[src/include/buzzer_defines.svh]
// Purpose: offsets, field positions, reset values for the buzzer tone generator
// Assumes: APB, 32-bit data, one aligned word per register
// Notes:   definitions only
`ifndef BUZZER_DEFINES_SVH
`define BUZZER_DEFINES_SVH
`define OFS_TONE_CLOCK_CONFIG 12'h000
`define OFS_TONE_CONTROL      12'h004
`define OFS_TONE_SELECT       12'h008
`define OFS_SOUND_BUFFER      12'h00c
`define OFS_TONE_FLAGS        12'h010
`define OFS_TONE_IRQ_ENABLE   12'h014
`define OFS_SYS_STATE         12'h018
// tone_clock_config fields
`define BIT_DEBUG_RUN         0
`define BIT_SLEEP_CLOCK_STOP  1
`define POS_TONE_DIV          8
// tone_control fields
`define BIT_BLOCK_ENABLE      0
`define BIT_STOP_REQUEST      1
// tone_select fields
`define BIT_DRIVE_MODE        0
`define POS_OUTPUT_MODE       4
// sound_buffer fields
`define POS_PERIOD_COUNT      0
`define POS_HIGH_LENGTH       8
// tone_flags fields
`define BIT_BUFFER_EMPTY      0
`define BIT_OUTPUT_DONE       1
`define BIT_OUTPUT_BUSY       2
// sys_state fields
`define BIT_SLEEP_MODE        0
`define BIT_DEBUG_MODE        1
// reset values
`define RST_TONE_DIV          11'h5f6
`define RST_SLEEP_CLOCK_STOP  1'b1
`define RST_BUFFER_EMPTY      1'b1
`endif

[src/include/buzzer_pkg.sv]
// Purpose: shared types for the buzzer tone generator
// Assumes: nothing
// Notes:   constants live in buzzer_defines.svh
package buzzer_pkg;
	typedef struct packed {
		logic [5:0] high_length;
		logic [7:0] period_count;
	} tone_setting_s;

	typedef enum logic [1:0] {
		mode_normal,
		mode_one_shot,
		mode_melody,
		mode_reserved
	} output_mode_e;

	typedef enum {
		st_idle,
		st_pending,
		st_playing
	} tone_state_e;
endpackage : buzzer_pkg

[src/hdl/tone_wave.sv]
// Purpose: period and duty counter producing the raw tone waveform
// Assumes: tick is one pclk pulse per tone clock cycle
// Notes:   counters held at zero while not running
`timescale 1ns/1ps
module tone_wave
(
	input  wire logic                    pclk,
	input  wire logic                    presetn,
	input  wire logic                    tick,
	input  wire logic                    run,
	input  wire buzzer_pkg::tone_setting_s setting,
	output logic                         wave
);
	logic [7:0] count;
	logic [7:0] next_count;
	logic       next_wave;

	always_comb
	begin
		next_count = count;
		next_wave  = wave;
		if (!run)
		begin
			next_count = 8'h00;
			next_wave  = 1'b0;
		end
		else if (tick)
		begin
			// period_count+1 ticks per period
			next_count = (count >= setting.period_count) ? 8'h00 : count + 8'h01;
			// high for high_length+1 ticks
			next_wave = (count <= {2'b00, setting.high_length});
		end
	end

	always_ff @(posedge pclk or negedge presetn)
	begin
		if (!presetn)
		begin
			count <= 8'h00;
			wave  <= 1'b0;
		end
		else
		begin
			count <= next_count;
			wave  <= next_wave;
		end
	end
endmodule : tone_wave

[src/hdl/buzzer_tone_generator.sv]
// Purpose: normal-mode buzzer tone generator with APB registers
// Assumes: pclk 50 MHz; sleep and debug states arrive as synchronous inputs
// Notes:   tone clock derived from pclk by a divider (default near 32 kHz)
//
// Added by the designer: the register addresses and register access over APB.
`timescale 1ns/1ps
`include "buzzer_defines.svh"
module buzzer_tone_generator
(
	input  wire logic        pclk,
	input  wire logic        presetn,
	input  wire logic        psel,
	input  wire logic        penable,
	input  wire logic        pwrite,
	input  wire logic [11:0] paddr,
	input  wire logic [31:0] pwdata,
	output logic      [31:0] prdata,
	output logic             pready,
	output logic             pslverr,
	input  wire logic        sleep_mode,
	input  wire logic        debug_mode,
	output logic             tone_out,
	output logic             tone_out_n
);
	logic                        debug_run;
	logic                        sleep_clock_stop;
	logic [10:0]                 tone_div;
	logic                        block_enable;
	logic                        drive_mode_select;
	logic [1:0]                  output_mode_select;
	buzzer_pkg::tone_setting_s   sound_buffer;
	buzzer_pkg::tone_setting_s   sound_reg;
	logic                        buffer_empty_flag;
	logic                        output_done_flag;
	// busy means a tone is loaded; a reload while playing keeps it up
	logic                        output_busy_flag;
	logic [1:0]                  tone_irq_enable;
	buzzer_pkg::tone_state_e     state;
	logic [10:0]                 div_count;
	logic                        tick;
	logic                        wave;
	logic                        next_tone_out;
	logic                        next_tone_out_n;
	logic                        clk_run;
	logic                        wr;
	logic                        rd;
	logic                        stop_wr;
	logic                        buf_wr;
	logic                        mapped;

	function automatic logic hit(input logic [11:0] a, input logic [11:0] ofs);
		hit = (a[11:2] == ofs[11:2]);
	endfunction : hit

	assign wr = psel && penable && pwrite;
	assign rd = psel && !penable && !pwrite;
	assign mapped = hit(paddr, `OFS_TONE_CLOCK_CONFIG) || hit(paddr, `OFS_TONE_CONTROL)
		|| hit(paddr, `OFS_TONE_SELECT) || hit(paddr, `OFS_SOUND_BUFFER)
		|| hit(paddr, `OFS_TONE_FLAGS) || hit(paddr, `OFS_TONE_IRQ_ENABLE)
		|| hit(paddr, `OFS_SYS_STATE);
	assign stop_wr = wr && hit(paddr, `OFS_TONE_CONTROL) && pwdata[`BIT_STOP_REQUEST];
	assign buf_wr = wr && hit(paddr, `OFS_SOUND_BUFFER);
	// tone clock gating; registers stay reachable, only the tone side freezes
	assign clk_run = block_enable
		&& !(sleep_mode && sleep_clock_stop)
		&& !(debug_mode && !debug_run);

	// tone clock divider
	always_ff @(posedge pclk or negedge presetn)
	begin
		if (!presetn)
		begin
			div_count <= 11'h000;
			tick      <= 1'b0;
		end
		else if (clk_run)
		begin
			div_count <= (div_count >= tone_div) ? 11'h000 : div_count + 11'h001;
			tick      <= (div_count >= tone_div);
		end
		else
		begin
			div_count <= div_count;
			tick      <= 1'b0;
		end
	end

	// register writes and flag/state sequencing
	always_ff @(posedge pclk or negedge presetn)
	begin
		if (!presetn)
		begin
			debug_run          <= 1'b0;
			sleep_clock_stop   <= `RST_SLEEP_CLOCK_STOP;
			tone_div           <= `RST_TONE_DIV;
			block_enable       <= 1'b0;
			drive_mode_select  <= 1'b0;
			output_mode_select <= 2'h0;
			sound_buffer       <= '0;
			sound_reg          <= '0;
			buffer_empty_flag  <= `RST_BUFFER_EMPTY;
			output_done_flag   <= 1'b0;
			tone_irq_enable    <= 2'h0;
			output_busy_flag   <= 1'b0;
			state              <= buzzer_pkg::st_idle;
		end
		else
		begin
			if (wr && hit(paddr, `OFS_TONE_CLOCK_CONFIG))
			begin
				debug_run        <= pwdata[`BIT_DEBUG_RUN];
				sleep_clock_stop <= pwdata[`BIT_SLEEP_CLOCK_STOP];
				tone_div         <= pwdata[`POS_TONE_DIV +: 11];
			end
			if (wr && hit(paddr, `OFS_TONE_CONTROL))
				block_enable <= pwdata[`BIT_BLOCK_ENABLE];
			if (wr && hit(paddr, `OFS_TONE_SELECT))
			begin
				drive_mode_select  <= pwdata[`BIT_DRIVE_MODE];
				output_mode_select <= pwdata[`POS_OUTPUT_MODE +: 2];
			end
			if (wr && hit(paddr, `OFS_TONE_IRQ_ENABLE))
				tone_irq_enable <= pwdata[1:0];
			if (buf_wr)
				sound_buffer <= {pwdata[`POS_HIGH_LENGTH +: 6], pwdata[`POS_PERIOD_COUNT +: 8]};
			// write-one clears; a set in the same cycle wins below
			if (wr && hit(paddr, `OFS_TONE_FLAGS))
			begin
				if (pwdata[`BIT_BUFFER_EMPTY])
					buffer_empty_flag <= 1'b0;
				if (pwdata[`BIT_OUTPUT_DONE])
					output_done_flag <= 1'b0;
			end
			case (state)
				buzzer_pkg::st_idle,
				buzzer_pkg::st_playing:
				begin
					if (buf_wr)
					begin
						buffer_empty_flag <= 1'b0;
						state             <= buzzer_pkg::st_pending;
					end
				end
				buzzer_pkg::st_pending:
				begin
					if (tick && !buf_wr)
					begin
						sound_reg         <= sound_buffer;
						buffer_empty_flag <= 1'b1;
						output_busy_flag  <= 1'b1;
						state             <= buzzer_pkg::st_playing;
					end
				end
				default:
					state <= buzzer_pkg::st_idle;
			endcase
			if (stop_wr && state != buzzer_pkg::st_idle)
			begin
				state            <= buzzer_pkg::st_idle;
				output_done_flag <= 1'b1;
				output_busy_flag <= 1'b0;
			end
			if (!block_enable)
			begin
				state            <= buzzer_pkg::st_idle;
				output_busy_flag <= 1'b0;
			end
		end
	end

	tone_wave u_wave
	(
		.pclk    (pclk),
		.presetn (presetn),
		.tick    (tick),
		.run     (output_busy_flag),
		.setting (sound_reg),
		.wave    (wave)
	);

	// pin drive; frozen while the tone clock is stopped by sleep or debug, still driven while block_enable is low
	always_comb
	begin
		next_tone_out   = tone_out;
		next_tone_out_n = tone_out_n;
		if (clk_run || !block_enable)
		begin
			next_tone_out = wave && output_busy_flag;
			if (drive_mode_select)
				next_tone_out_n = !next_tone_out;
			else if (output_busy_flag)
				next_tone_out_n = !next_tone_out;
			else
				next_tone_out_n = 1'b0;
		end
	end

	always_ff @(posedge pclk or negedge presetn)
	begin
		if (!presetn)
		begin
			tone_out   <= 1'b0;
			tone_out_n <= 1'b0;
		end
		else
		begin
			tone_out   <= next_tone_out;
			tone_out_n <= next_tone_out_n;
		end
	end

	// apb: zero-wait, read data registered in the setup cycle
	always_ff @(posedge pclk or negedge presetn)
	begin
		if (!presetn)
		begin
			prdata  <= 32'h0000_0000;
			pready  <= 1'b0;
			pslverr <= 1'b0;
		end
		else
		begin
			pready  <= psel && !penable;
			pslverr <= psel && !penable && !mapped;
			if (rd)
			begin
				prdata <= 32'h0000_0000;
				if (hit(paddr, `OFS_TONE_CLOCK_CONFIG))
					prdata <= {13'h0000, tone_div, 6'h00, sleep_clock_stop, debug_run};
				else if (hit(paddr, `OFS_TONE_CONTROL))
					prdata <= {31'h0000_0000, block_enable};
				else if (hit(paddr, `OFS_TONE_SELECT))
					prdata <= {26'h000_0000, output_mode_select, 3'h0, drive_mode_select};
				else if (hit(paddr, `OFS_SOUND_BUFFER))
					prdata <= {18'h0_0000, sound_buffer.high_length, sound_buffer.period_count};
				else if (hit(paddr, `OFS_TONE_FLAGS))
					prdata <= {29'h0000_0000, output_busy_flag,
						output_done_flag, buffer_empty_flag};
				else if (hit(paddr, `OFS_TONE_IRQ_ENABLE))
					prdata <= {30'h0000_0000, tone_irq_enable};
				else if (hit(paddr, `OFS_SYS_STATE))
					prdata <= {30'h0000_0000, debug_mode, sleep_mode};
			end
		end
	end
endmodule : buzzer_tone_generator

[config.mk]
export PLATFORM = sky130hd
export DESIGN_NAME = buzzer_tone_generator
export DESIGN_NICKNAME = d
export VERILOG_FILES = /design/src/include/buzzer_pkg.sv /design/src/hdl/tone_wave.sv /design/src/hdl/buzzer_tone_generator.sv
export VERILOG_INCLUDE_DIRS = /design/src /design/src/include
export SDC_FILE = /design/constraint.sdc
export NUM_CORES = 1
export LEC_CHECK = 0
export BUFFER_PORTS_ARGS = -buffer_cell sky130_fd_sc_hd__buf_2
export CORE_MARGIN = 2
export CORE_UTILIZATION = 45
export CTS_BUF_LIST = sky130_fd_sc_hd__clkbuf_8
export CTS_CLUSTER_DIAMETER = 30
export DETAILED_ROUTE_END_ITERATION = 8
export GPL_TIMING_DRIVEN = 0
export PLACE_DENSITY_LB_ADDON = 0.12
export SYNTH_ARGS = -nofsm -noshare
export SYNTH_HDL_FRONTEND = slang
export SYNTH_SLANG_ARGS = --single-unit
[constraint.sdc]
create_clock -name pclk -period 2.86 [get_ports pclk]
set_clock_uncertainty 0.05 [all_clocks]
set_input_delay 0.286 -clock pclk [delete_from_list [all_inputs] [get_ports pclk]]
set_output_delay 0.286 -clock pclk [all_outputs]
set_load 0.05 [all_outputs]
Word level (Yosys, flattened, before mapping)
Index checks and enable logic that the tools add are counted.
{"block": "word_totals", "input_bits": 51, "elab_cells": 120, "ff_bits": 139}
{"block": "op_classes", "reduce_logical": 45, "order_cmp": 3, "eq_ne": 13, "mux": 33, "addsub": 2}
{"cell": "32-bit 2-to-1 mux", "count": 4}
{"cell": "32-bit case mux with 2 select lines", "count": 1}
{"cell": "14-bit 2-to-1 mux", "count": 3}
{"cell": "32-bit by 1-bit == test with 1-bit output, second input constant", "count": 1}
{"cell": "32-bit by 2-bit == test with 1-bit output, second input constant", "count": 1}
{"cell": "32-bit zero test", "count": 1}
{"cell": "32-bit nonzero test", "count": 1}
{"cell": "10-bit by 3-bit == test with 1-bit output, second input constant", "count": 3}
{"cell": "8-bit 2-to-1 mux", "count": 3}
{"cell": "10-bit by 2-bit == test with 1-bit output, second input constant", "count": 2}
{"cell": "1-bit logical AND", "count": 19}
{"cell": "19-bit 2-to-1 mux", "count": 1}
{"cell": "1-bit 2-to-1 mux", "count": 16}
{"cell": "11-bit by 1-bit adder with 11-bit output, second input constant", "count": 1}
{"cell": "11-bit greater-or-equal comparator", "count": 1}
{"cell": "11-bit 2-to-1 mux", "count": 1}
{"cell": "10-bit by 1-bit == test with 1-bit output, second input constant", "count": 1}
{"cell": "10-bit zero test", "count": 1}
{"cell": "1-bit zero test", "count": 9}
{"cell": "8-bit by 1-bit adder with 8-bit output, second input constant", "count": 1}
{"cell": "8-bit greater-or-equal comparator", "count": 1}
{"cell": "8-bit by 6-bit <= comparator with 1-bit output", "count": 1}
{"cell": "4-bit != test, second input constant", "count": 2}
{"cell": "2-bit AND reduction", "count": 4}
{"cell": "8 further kinds", "count": 17}

Logic depth before layout (Yosys ltp)
Gate-level depths: netlist (run 1).
{"block": "logic_depth", "depth_word": 9, "depth_mapped": 8}

Cells and area by module
A second synthesis (run 1) with hierarchy kept.
{"block": "hier_totals", "hier_cells": 461, "area_unflattened_um2": 4997.3}
{"module": "buzzer_tone_generator", "seq_area_each_um2": 2189.6, "cells_each": 366, "instances": 1, "area_per_inst_um2": 4170.2}
{"module": "tone_wave", "seq_area_each_um2": 225.2, "cells_each": 95, "instances": 1, "area_per_inst_um2": 827.0}

Least setup slack after synthesis (run 1)
No wires, ideal clock.
{"block": "synth_path", "path_type": "register to register", "from": "register tone_div[8]", "to": "register div_count[4]", "t_arrival_ns": 2.086, "n_path_buf": 0, "path_stages_with_launch": 8, "setup_time_ns": 0.101, "path_slack_ns": 0.624, "t_required_ns": 2.709, "synth_period_minus_slack_ns": 2.236, "cell_sequence": "dfstp_2 > inv_1 > ha_1 > a211oi_1 > nand2_1 > o41ai_2 > nand2_1 > o32ai_1"}
{"block": "synth_via", "elab_chain_len": 2}
{"item": "from (decl)", "line_no": "buzzer_tone_generator.sv:27", "text": "logic [10:0] tone_div;"}
{"item": "from (signal assigned)", "line_no": "buzzer_tone_generator.sv:95", "text": "tone_div <= `RST_TONE_DIV;"}
{"item": "from (signal assigned)", "line_no": "buzzer_tone_generator.sv:113", "text": "tone_div <= pwdata[`POS_TONE_DIV +: 11];"}
{"item": "11-bit greater-or-equal comparator", "line_no": "buzzer_tone_generator.sv:78", "text": "div_count <= (div_count >= tone_div) ? 11'h000 : div_count + 11'h001;"}
{"item": "11-bit 2-to-1 mux", "line_no": "buzzer_tone_generator.sv:78"}
{"item": "to (signal assigned)", "line_no": "buzzer_tone_generator.sv:78"}
{"item": "to (signal assigned)", "line_no": "buzzer_tone_generator.sv:83", "text": "div_count <= div_count;"}
{"item": "to (decl)", "line_no": "buzzer_tone_generator.sv:39", "text": "logic [10:0] div_count;"}
Every way passes these cells.
A chain may end at the register's enable or synchronous reset.

Worst setup path in the final report (run 1)
Same ends and word-level chain as after synthesis.

==> qor.yml, run 1 <==
clock_tree:
  cts_sinks: 96
  cts.path.max_buffers: 2
  clk_pin_slew_ns: 0.10
  cts_tree: "built"
  post_cts_buffers: 0
  worstSkewPairLatency_ns: 0.36
  root_buffer: "clkbuf_8"
  htree_levels: 3
  cts_buffers: 9
detailed_routing:
  dr.pass1.iters: 4
  wl_per_cell_um: 15.2
  vias_per_cell: 5.24
  drc: 0
  vias: 3792
  wirelength_um: 11000
  drt_iter0_drc: 142
  ant_nets: 0
pwr:
  power.switching_mw: 0.613
  p_total_mw: 2.79
  clkPwrFrac_pct: 45.0
  switching_share_pct: 22.0
  power_density_nw_per_um2: 484
  power_frac_seq_pct: 49.0
  leakagePower_nw: 2.93
  comb_power_share_pct: 6.0
  ir_drop_v: 0.000290
  p_int_mw: 2.17
die:
  io_pins: 87
  fp.dieH_um: 109
  core_area_um2: 10700
  die_area_um2: 11800
  die_w_um: 109
  fp-row-count: 38
  initial_core_util_pct: 45.8
logic_synthesis:
  synth_seq_cells: 96
  synth_area_per_cell_um2: 9.90
  syn_inst: 497
  seq_area_frac_synth_pct: 49.1
  yosys_warnings: 0
  synth_ff_type: "dfrtp_1"
  mappedNetlistArea_um2: 4920
  synth_edf_count: 0
  async_reset_ff_share_pct: 100
  yosysUniqueCellTypes: 54
setup_path:
  reg2reg_slack_ns: 0.32
  path_delay_family: "compound AO/OA/AOI/OAI gates"
  path_buf_inv: 1
  cp-end-kind: "flip-flop"
  cp.required_ns: 3.08
  timing.critical_path.mode_cell: "nand2_1"
  worstSetupStartpointType: "flip-flop"
  cpMaxStageDelayCell: "o41ai_2"
  path_class: "flip-flop to flip-flop"
  crit_arrival_ns: 2.76
  path_max_fanout: 6
  slowest_delay_ns: 0.58
  crit_chain: "inv_1 > ha_1 > a211oi_1 > nand2_1 > o41ai_2 > nand2_1 > o32ai_1"
timing:
  slew_headroom_pct: 43.7
  final.setup.tns_ns: 0
  drv_slew: 0
  finalCritPeriodShare_pct: 89.0
  finalSetupViolations: 0
  fmaxAchievable_ghz: 0.393
  tightestPinTransition_ns: 0.841
  rsz0062_at_grt: "false"
  fin_crit_ns: 2.54
  fin_ws_ns: 0.315
  finalHoldViolCount: 0
grt:
  grt_pass1_wl_um: 18300
  grt_overflow: 0
  grt_max_degree: 63
  grt_pass1_vias: 3630
  grt.busiest_layer: "met2"
  grtUsageTotal_pct: 20.1
  grt_use_met2_pct: 31.7
  use_met3_pct: 3.92
  antenna_found_initial: 0
  globalRouteMet1Util_pct: 28.1
place:
  place_congestion: 0.825
  place_inst: 707
  io_buffers: 57
  pre_cts_ws_ns: 0.334
  dp_hpwl_um: 8140
cells_and_area:
  drive_gt1_share_pct: 22.8
  largest_register_ffs: 19
  instances_no_fill: 724
  syn2layout_area_growth_pct: 17.0
  insertedDiodeCount: 0
  num-fill-cells: 1022
  fin_util_pct: 53.6
  final_nets: 657
run_status:
  status: "completed"
run:
  cap_violations: 0
hold_path:
  worstHoldPathType: "input port to flip-flop"
-- kinds of logic (layout without fill, tap and decap cells) --
kind of cell | count (synthesis) | after routing | synth area share [%]
adder cells (fa/ha/maj) | 27 | 27 | 6.87
XOR/XNOR | 4 | 4 | 0.712
buffers and inverters | 58 | 133 | 5.95
AO/OA/AOI/OAI | 80 | 80 | 10.6
other | 1 | 13 | 0.0762
AND/OR/NAND/NOR | 201 | 201 | 19.8
multiplexers | 30 | 30 | 6.84
flip-flops | 96 | 96 | 49.1
-- stage by stage --
step	hold slack, ns	instance area (um2)
5_1_grt	0.0567	5760
4_1_cts	0.0450	5760
3_5_place_dp	0.226	5450
3_3_place_gp	0.396	5420
2_1_floorplan	-0.0596	4960
6_report	0.0582	5760
-- power groups by stage --
stage | Sequential [mW] | Clock (mW) | Combinational [mW]
2_1_floorplan | 1.40 | 0 | 0.0863
3_3_place_gp | 1.39 | 0 | 0.160
3_5_place_dp | 1.39 | 0 | 0.167
4_1_cts | 1.36 | 1.28 | 0.168
5_1_grt | 1.37 | 1.33 | 0.183
6_report | 1.36 | 1.25 | 0.166
-- cell usage after synthesis (2+ instances only) --
cell type / n / share of area (%)
a211oi_1: 3 / 0.46
a21oi_1: 16 / 1.6
a221o_1: 2 / 0.41
a22o_1: 8 / 1.4
a22oi_1: 6 / 0.92
and3_1: 12 / 1.5
buf_2: 3 / 0.31
buf_4: 13 / 2.0
buf_6: 3 / 0.69
clkbuf_1: 10 / 0.76
dfrtp_1: 86 / 44
dfstp_2: 10 / 5.3
ha_1: 27 / 6.9
inv_1: 28 / 2.1
mux2_2: 21 / 4.8
mux2_4: 2 / 0.61
mux2i_1: 7 / 1.4
nand2_1: 93 / 7.1
nand2b_1: 8 / 1.0
nand3_1: 22 / 2.2
nand3b_1: 3 / 0.46
nand4_1: 8 / 1.0
nor2_1: 21 / 1.6
nor2b_1: 5 / 0.64
nor3_1: 14 / 1.4
nor3b_1: 3 / 0.46
o211ai_1: 2 / 0.31
o21a_1: 4 / 0.61
o21ai_0: 15 / 1.5
o21ai_1: 12 / 1.2
o22ai_1: 3 / 0.38
o32ai_1: 2 / 0.36
or3_1: 2 / 0.25
xnor2_1: 3 / 0.53
-- cells in the final DEF (no fill, tap or decap), types with 14 or more instances in the layout --
| cell | netlist | layout |
|---|---|---|
| buf_2 | 3 | 59 |
| nand3_1 | 22 | 22 |
| dfrtp_1 | 86 | 86 |
| nor3_1 | 14 | 14 |
| o21ai_0 | 15 | 15 |
| inv_1 | 28 | 28 |
| buf_4 | 13 | 14 |
| nand2_1 | 93 | 93 |
| mux2_2 | 21 | 21 |
| ha_1 | 27 | 27 |
| a21oi_1 | 16 | 16 |
| nor2_1 | 21 | 21 |
-- tightest hold or removal path, cell delays in order --
cell     delay (ns)
buf_2          0.07
nand2_1        0.04
nand2_1        0.05
-- worst paths after layout --
kind                                         start                           end  depth (start not counted)
max in group asynchronous                  presetn       tone_div[5]$_DFFE_PN1P_                          3
min reg2reg                 prdata[12]$_DFFE_PN0P_        prdata[12]$_DFFE_PN0P_                          2
min                                      pwdata[7]   sound_buffer[7]$_DFFE_PN0P_                          3
max reg2reg                tone_div[8]$_DFFE_PN1P_      div_count[4]$_DFFE_PN0P_                          7
min in group asynchronous                  presetn  output_done_flag$_DFFE_PN0P_                          2
max                        tone_div[8]$_DFFE_PN1P_      div_count[4]$_DFFE_PN0P_                          7
-- timing repair --
| action | 4_1_cts | 5_1_grt |
|---|---|---|
| gates resized for setup | 0 | 0 |
| endpoints found under the hold margin | 29 | 0 |
| hold buffers | 1 | 0 |
-- layout make-up --
class                      count  area (um2)  share of cell area (%)
tap                          140         175                    3.04
clock inverter                 7         168                    2.91
inverter                      28         105                    1.83
clock buffer                   9         124                    2.15
buffer                        30         188                    3.26
multi-input combinational    355        2260                    39.2
sequential                    96        2410                    42.0
timing repair buffer          59         325                    5.65
-- per-layer routing --
| layer | up-vias | routed length, um |
|---|---|---|
| met1 | 1837 | 5340 |
| li1 | 1872 | - |
| met4 | 0 | 134 |
| met3 | 9 | 422 |
| met2 | 74 | 5090 |
| met5 | - | 0 |
(Power assumes the default switching activity.)
==> inputs of run 2 (changes only) <==
==> constraint.sdc (replaced) <==
create_clock -name pclk -period 2.86 [get_ports pclk]
set_clock_uncertainty 0.05 [all_clocks]
set_input_delay 0.572 -clock pclk [delete_from_list [all_inputs] [get_ports pclk]]
set_output_delay 0.572 -clock pclk [all_outputs]
set_load 0.05 [all_outputs]
==> qor.yml, run 2 (synthesis gave the netlist of run 1 again) <==
run_status:
  status: "completed"
pwr:
  clkPwrFrac_pct: 45.1  # about the same
  ir_drop_v: 0.000290  # about the same
  p_int_mw: 2.17  # about the same
  power_frac_seq_pct: 49.0  # about the same
  switching_share_pct: 22.0  # about the same
  leakagePower_nw: 2.92  # -0.14%
  power_density_nw_per_um2: 485  # +0.15%
  comb_power_share_pct: 5.9  # about the same
  power.switching_mw: 0.613  # about the same
  p_total_mw: 2.78  # about the same
die:
  fp.dieH_um: 109  # unchanged
  die_area_um2: 11800  # unchanged
  initial_core_util_pct: 45.8  # unchanged
  io_pins: 87  # unchanged
  core_area_um2: 10700  # unchanged
  fp-row-count: 38  # unchanged
  die_w_um: 109  # unchanged
clock_tree:
  worstSkewPairLatency_ns: 0.36  # about the same
  root_buffer: "clkbuf_8"
  htree_levels: 3  # unchanged
  cts_buffers: 9  # unchanged
  post_cts_buffers: 0  # unchanged
  clk_pin_slew_ns: 0.10  # about the same
  cts_sinks: 96  # unchanged
  cts.path.max_buffers: 2  # unchanged
  cts_tree: "built"
  cts_hold_buf: 0  # -1
  ctsResizeCount: 0  # unchanged
timing:
  fmaxAchievable_ghz: 0.392  # -0.24%
  fin_crit_ns: 2.55  # +0.00619 ns
  finalSetupViolations: 0  # unchanged
  slew_headroom_pct: 44.1  # +0.36 points
  timing.hold.ws_ns: 0.102  # +0.0438 ns
  drv_slew: 0  # unchanged
  tightestPinTransition_ns: 0.835  # -0.00540 ns
  rsz0062_at_grt: "false"
  finalCritPeriodShare_pct: 89.2  # +0.22 points
  fin_ws_ns: 0.309  # -0.00619 ns
  finalHoldViolCount: 0  # unchanged
  final.setup.tns_ns: 0  # unchanged
detailed_routing:
  drt_iter0_drc: 146  # +2.8%
  ant_nets: 0  # unchanged
  dr.pass1.iters: 4  # unchanged
  vias_per_cell: 5.27  # +0.64%
  wl_per_cell_um: 15.2  # +0.17%
  drc: 0  # unchanged
  wirelength_um: 11000  # about the same
  vias: 3811  # +0.50%
cells_and_area:
  largest_register_ffs: 19  # unchanged
  fin_util_pct: 53.5  # -0.093 points
  final_nets: 656  # -0.15%
  mostFrequentLayoutCells: "nand2_1 (93), dfrtp_1 (86), buf_2 (59), inv_1 (28), ha_1 (27)"
  layout_commonest_cell: "nand2_1"
  instances_no_fill: 723  # -0.14%
  final_area_um2: 5750  # -0.17%
  syn2layout_area_growth_pct: 16.8
  drive_gt1_share_pct: 22.8  # +0.039 points
  insertedDiodeCount: 0  # unchanged
setup_path:
  rr_endpoint: "div_count[4]$_DFFE_PN0P_"
  path_class: "flip-flop to flip-flop"
  r2r_cells: 7  # unchanged
  crit_start: "tone_div[8]$_DFFE_PN1P_"
  cp-end-kind: "flip-flop"
  worstSetupStartpointType: "flip-flop"
  path_max_fanout: 6  # unchanged
  cp.required_ns: 3.08  # about the same
  reg2reg_slack_ns: 0.31  # about the same
  reg2reg_from: "tone_div[8]$_DFFE_PN1P_"
  crit_arrival_ns: 2.77  # about the same
place:
  postPlaceCellArea_um2: 5450  # unchanged
  dp_hpwl_um: 8140  # unchanged
  pre_cts_ws_ns: 0.154  # -0.180 ns
  io_buffers: 57  # unchanged
  place_congestion: 0.825  # unchanged
  place_inst: 707  # unchanged
grt:
  grt_overflow: 0  # unchanged
  grt_max_degree: 63  # unchanged
  grtUsageTotal_pct: 20.1  # -0.051 points
  antenna_found_initial: 0  # unchanged
  grt_pass1_wl_um: 18300  # -0.22%
  grt_pass1_vias: 3620  # -0.28%
hold_path:
  worstHoldPathType: "input port to asynchronous set/reset pin"
run:
  cap_violations: 0  # unchanged
==> run 2: cell types whose count changed in the layout (fill, tap and decap cells not counted), sizes merged <==
cell         previous run  this run
dlygate4sd3             1         0
==> run 2: final cells by class <==
cell class | instances | area, um2
inverters | 28 | 105
repair buffers | 58 | 315
flip-flops and latches | 96 | 2410
clock buffers | 9 | 124
clock inverters | 7 | 168
fillers | 1023 | 5000
well taps | 140 | 175
multi-input cells | 355 | 2260
plain buffers | 30 | 188
==> run 2: how the worst max path moves through the flow <==
stage               cells past startpoint                       end
global placement                        8     prdata[9]$_DFFE_PN0P_
global route                            7  div_count[4]$_DFFE_PN0P_
finish                                  7  div_count[4]$_DFFE_PN0P_
floorplan                               6  sound_reg[0]$_DFFE_PN0P_
CTS                                     7  div_count[4]$_DFFE_PN0P_
detailed placement                      8     prdata[9]$_DFFE_PN0P_
==> run 2: power groups by stage <==
stage | clock [mW] | combinational (mW) | sequential, mW
6_report | 1.25 | 0.165 | 1.36
5_1_grt | 1.33 | 0.182 | 1.37
4_1_cts | 1.28 | 0.167 | 1.36
3_5_place_dp | 0 | 0.167 | 1.39
3_3_place_gp | 0 | 0.160 | 1.39
2_1_floorplan | 0 | 0.0863 | 1.40
==> run 2: worst max-delay path: stages, from the launching register on <==
cell and delay, ns:
dfstp_2 0.55, inv_1 0.04, ha_1 0.29, a211oi_1 0.25
nand2_1 0.11, o41ai_2 0.59, nand2_1 0.25, o32ai_1 0.31
==> run 2: metal layers <==
metal / wire [um] / GRT usage [%] / up-vias / part of all wire (%)
met2: 5060 / 31.5 / 91 / 46
met5: 0 / 0 / - / 0
met4: 110 / 6.23 / 0 / 1.0
li1: - / - / 1869 / -
met1: 5350 / 28.1 / 1841 / 49
met3: 477 / 3.92 / 10 / 4.3
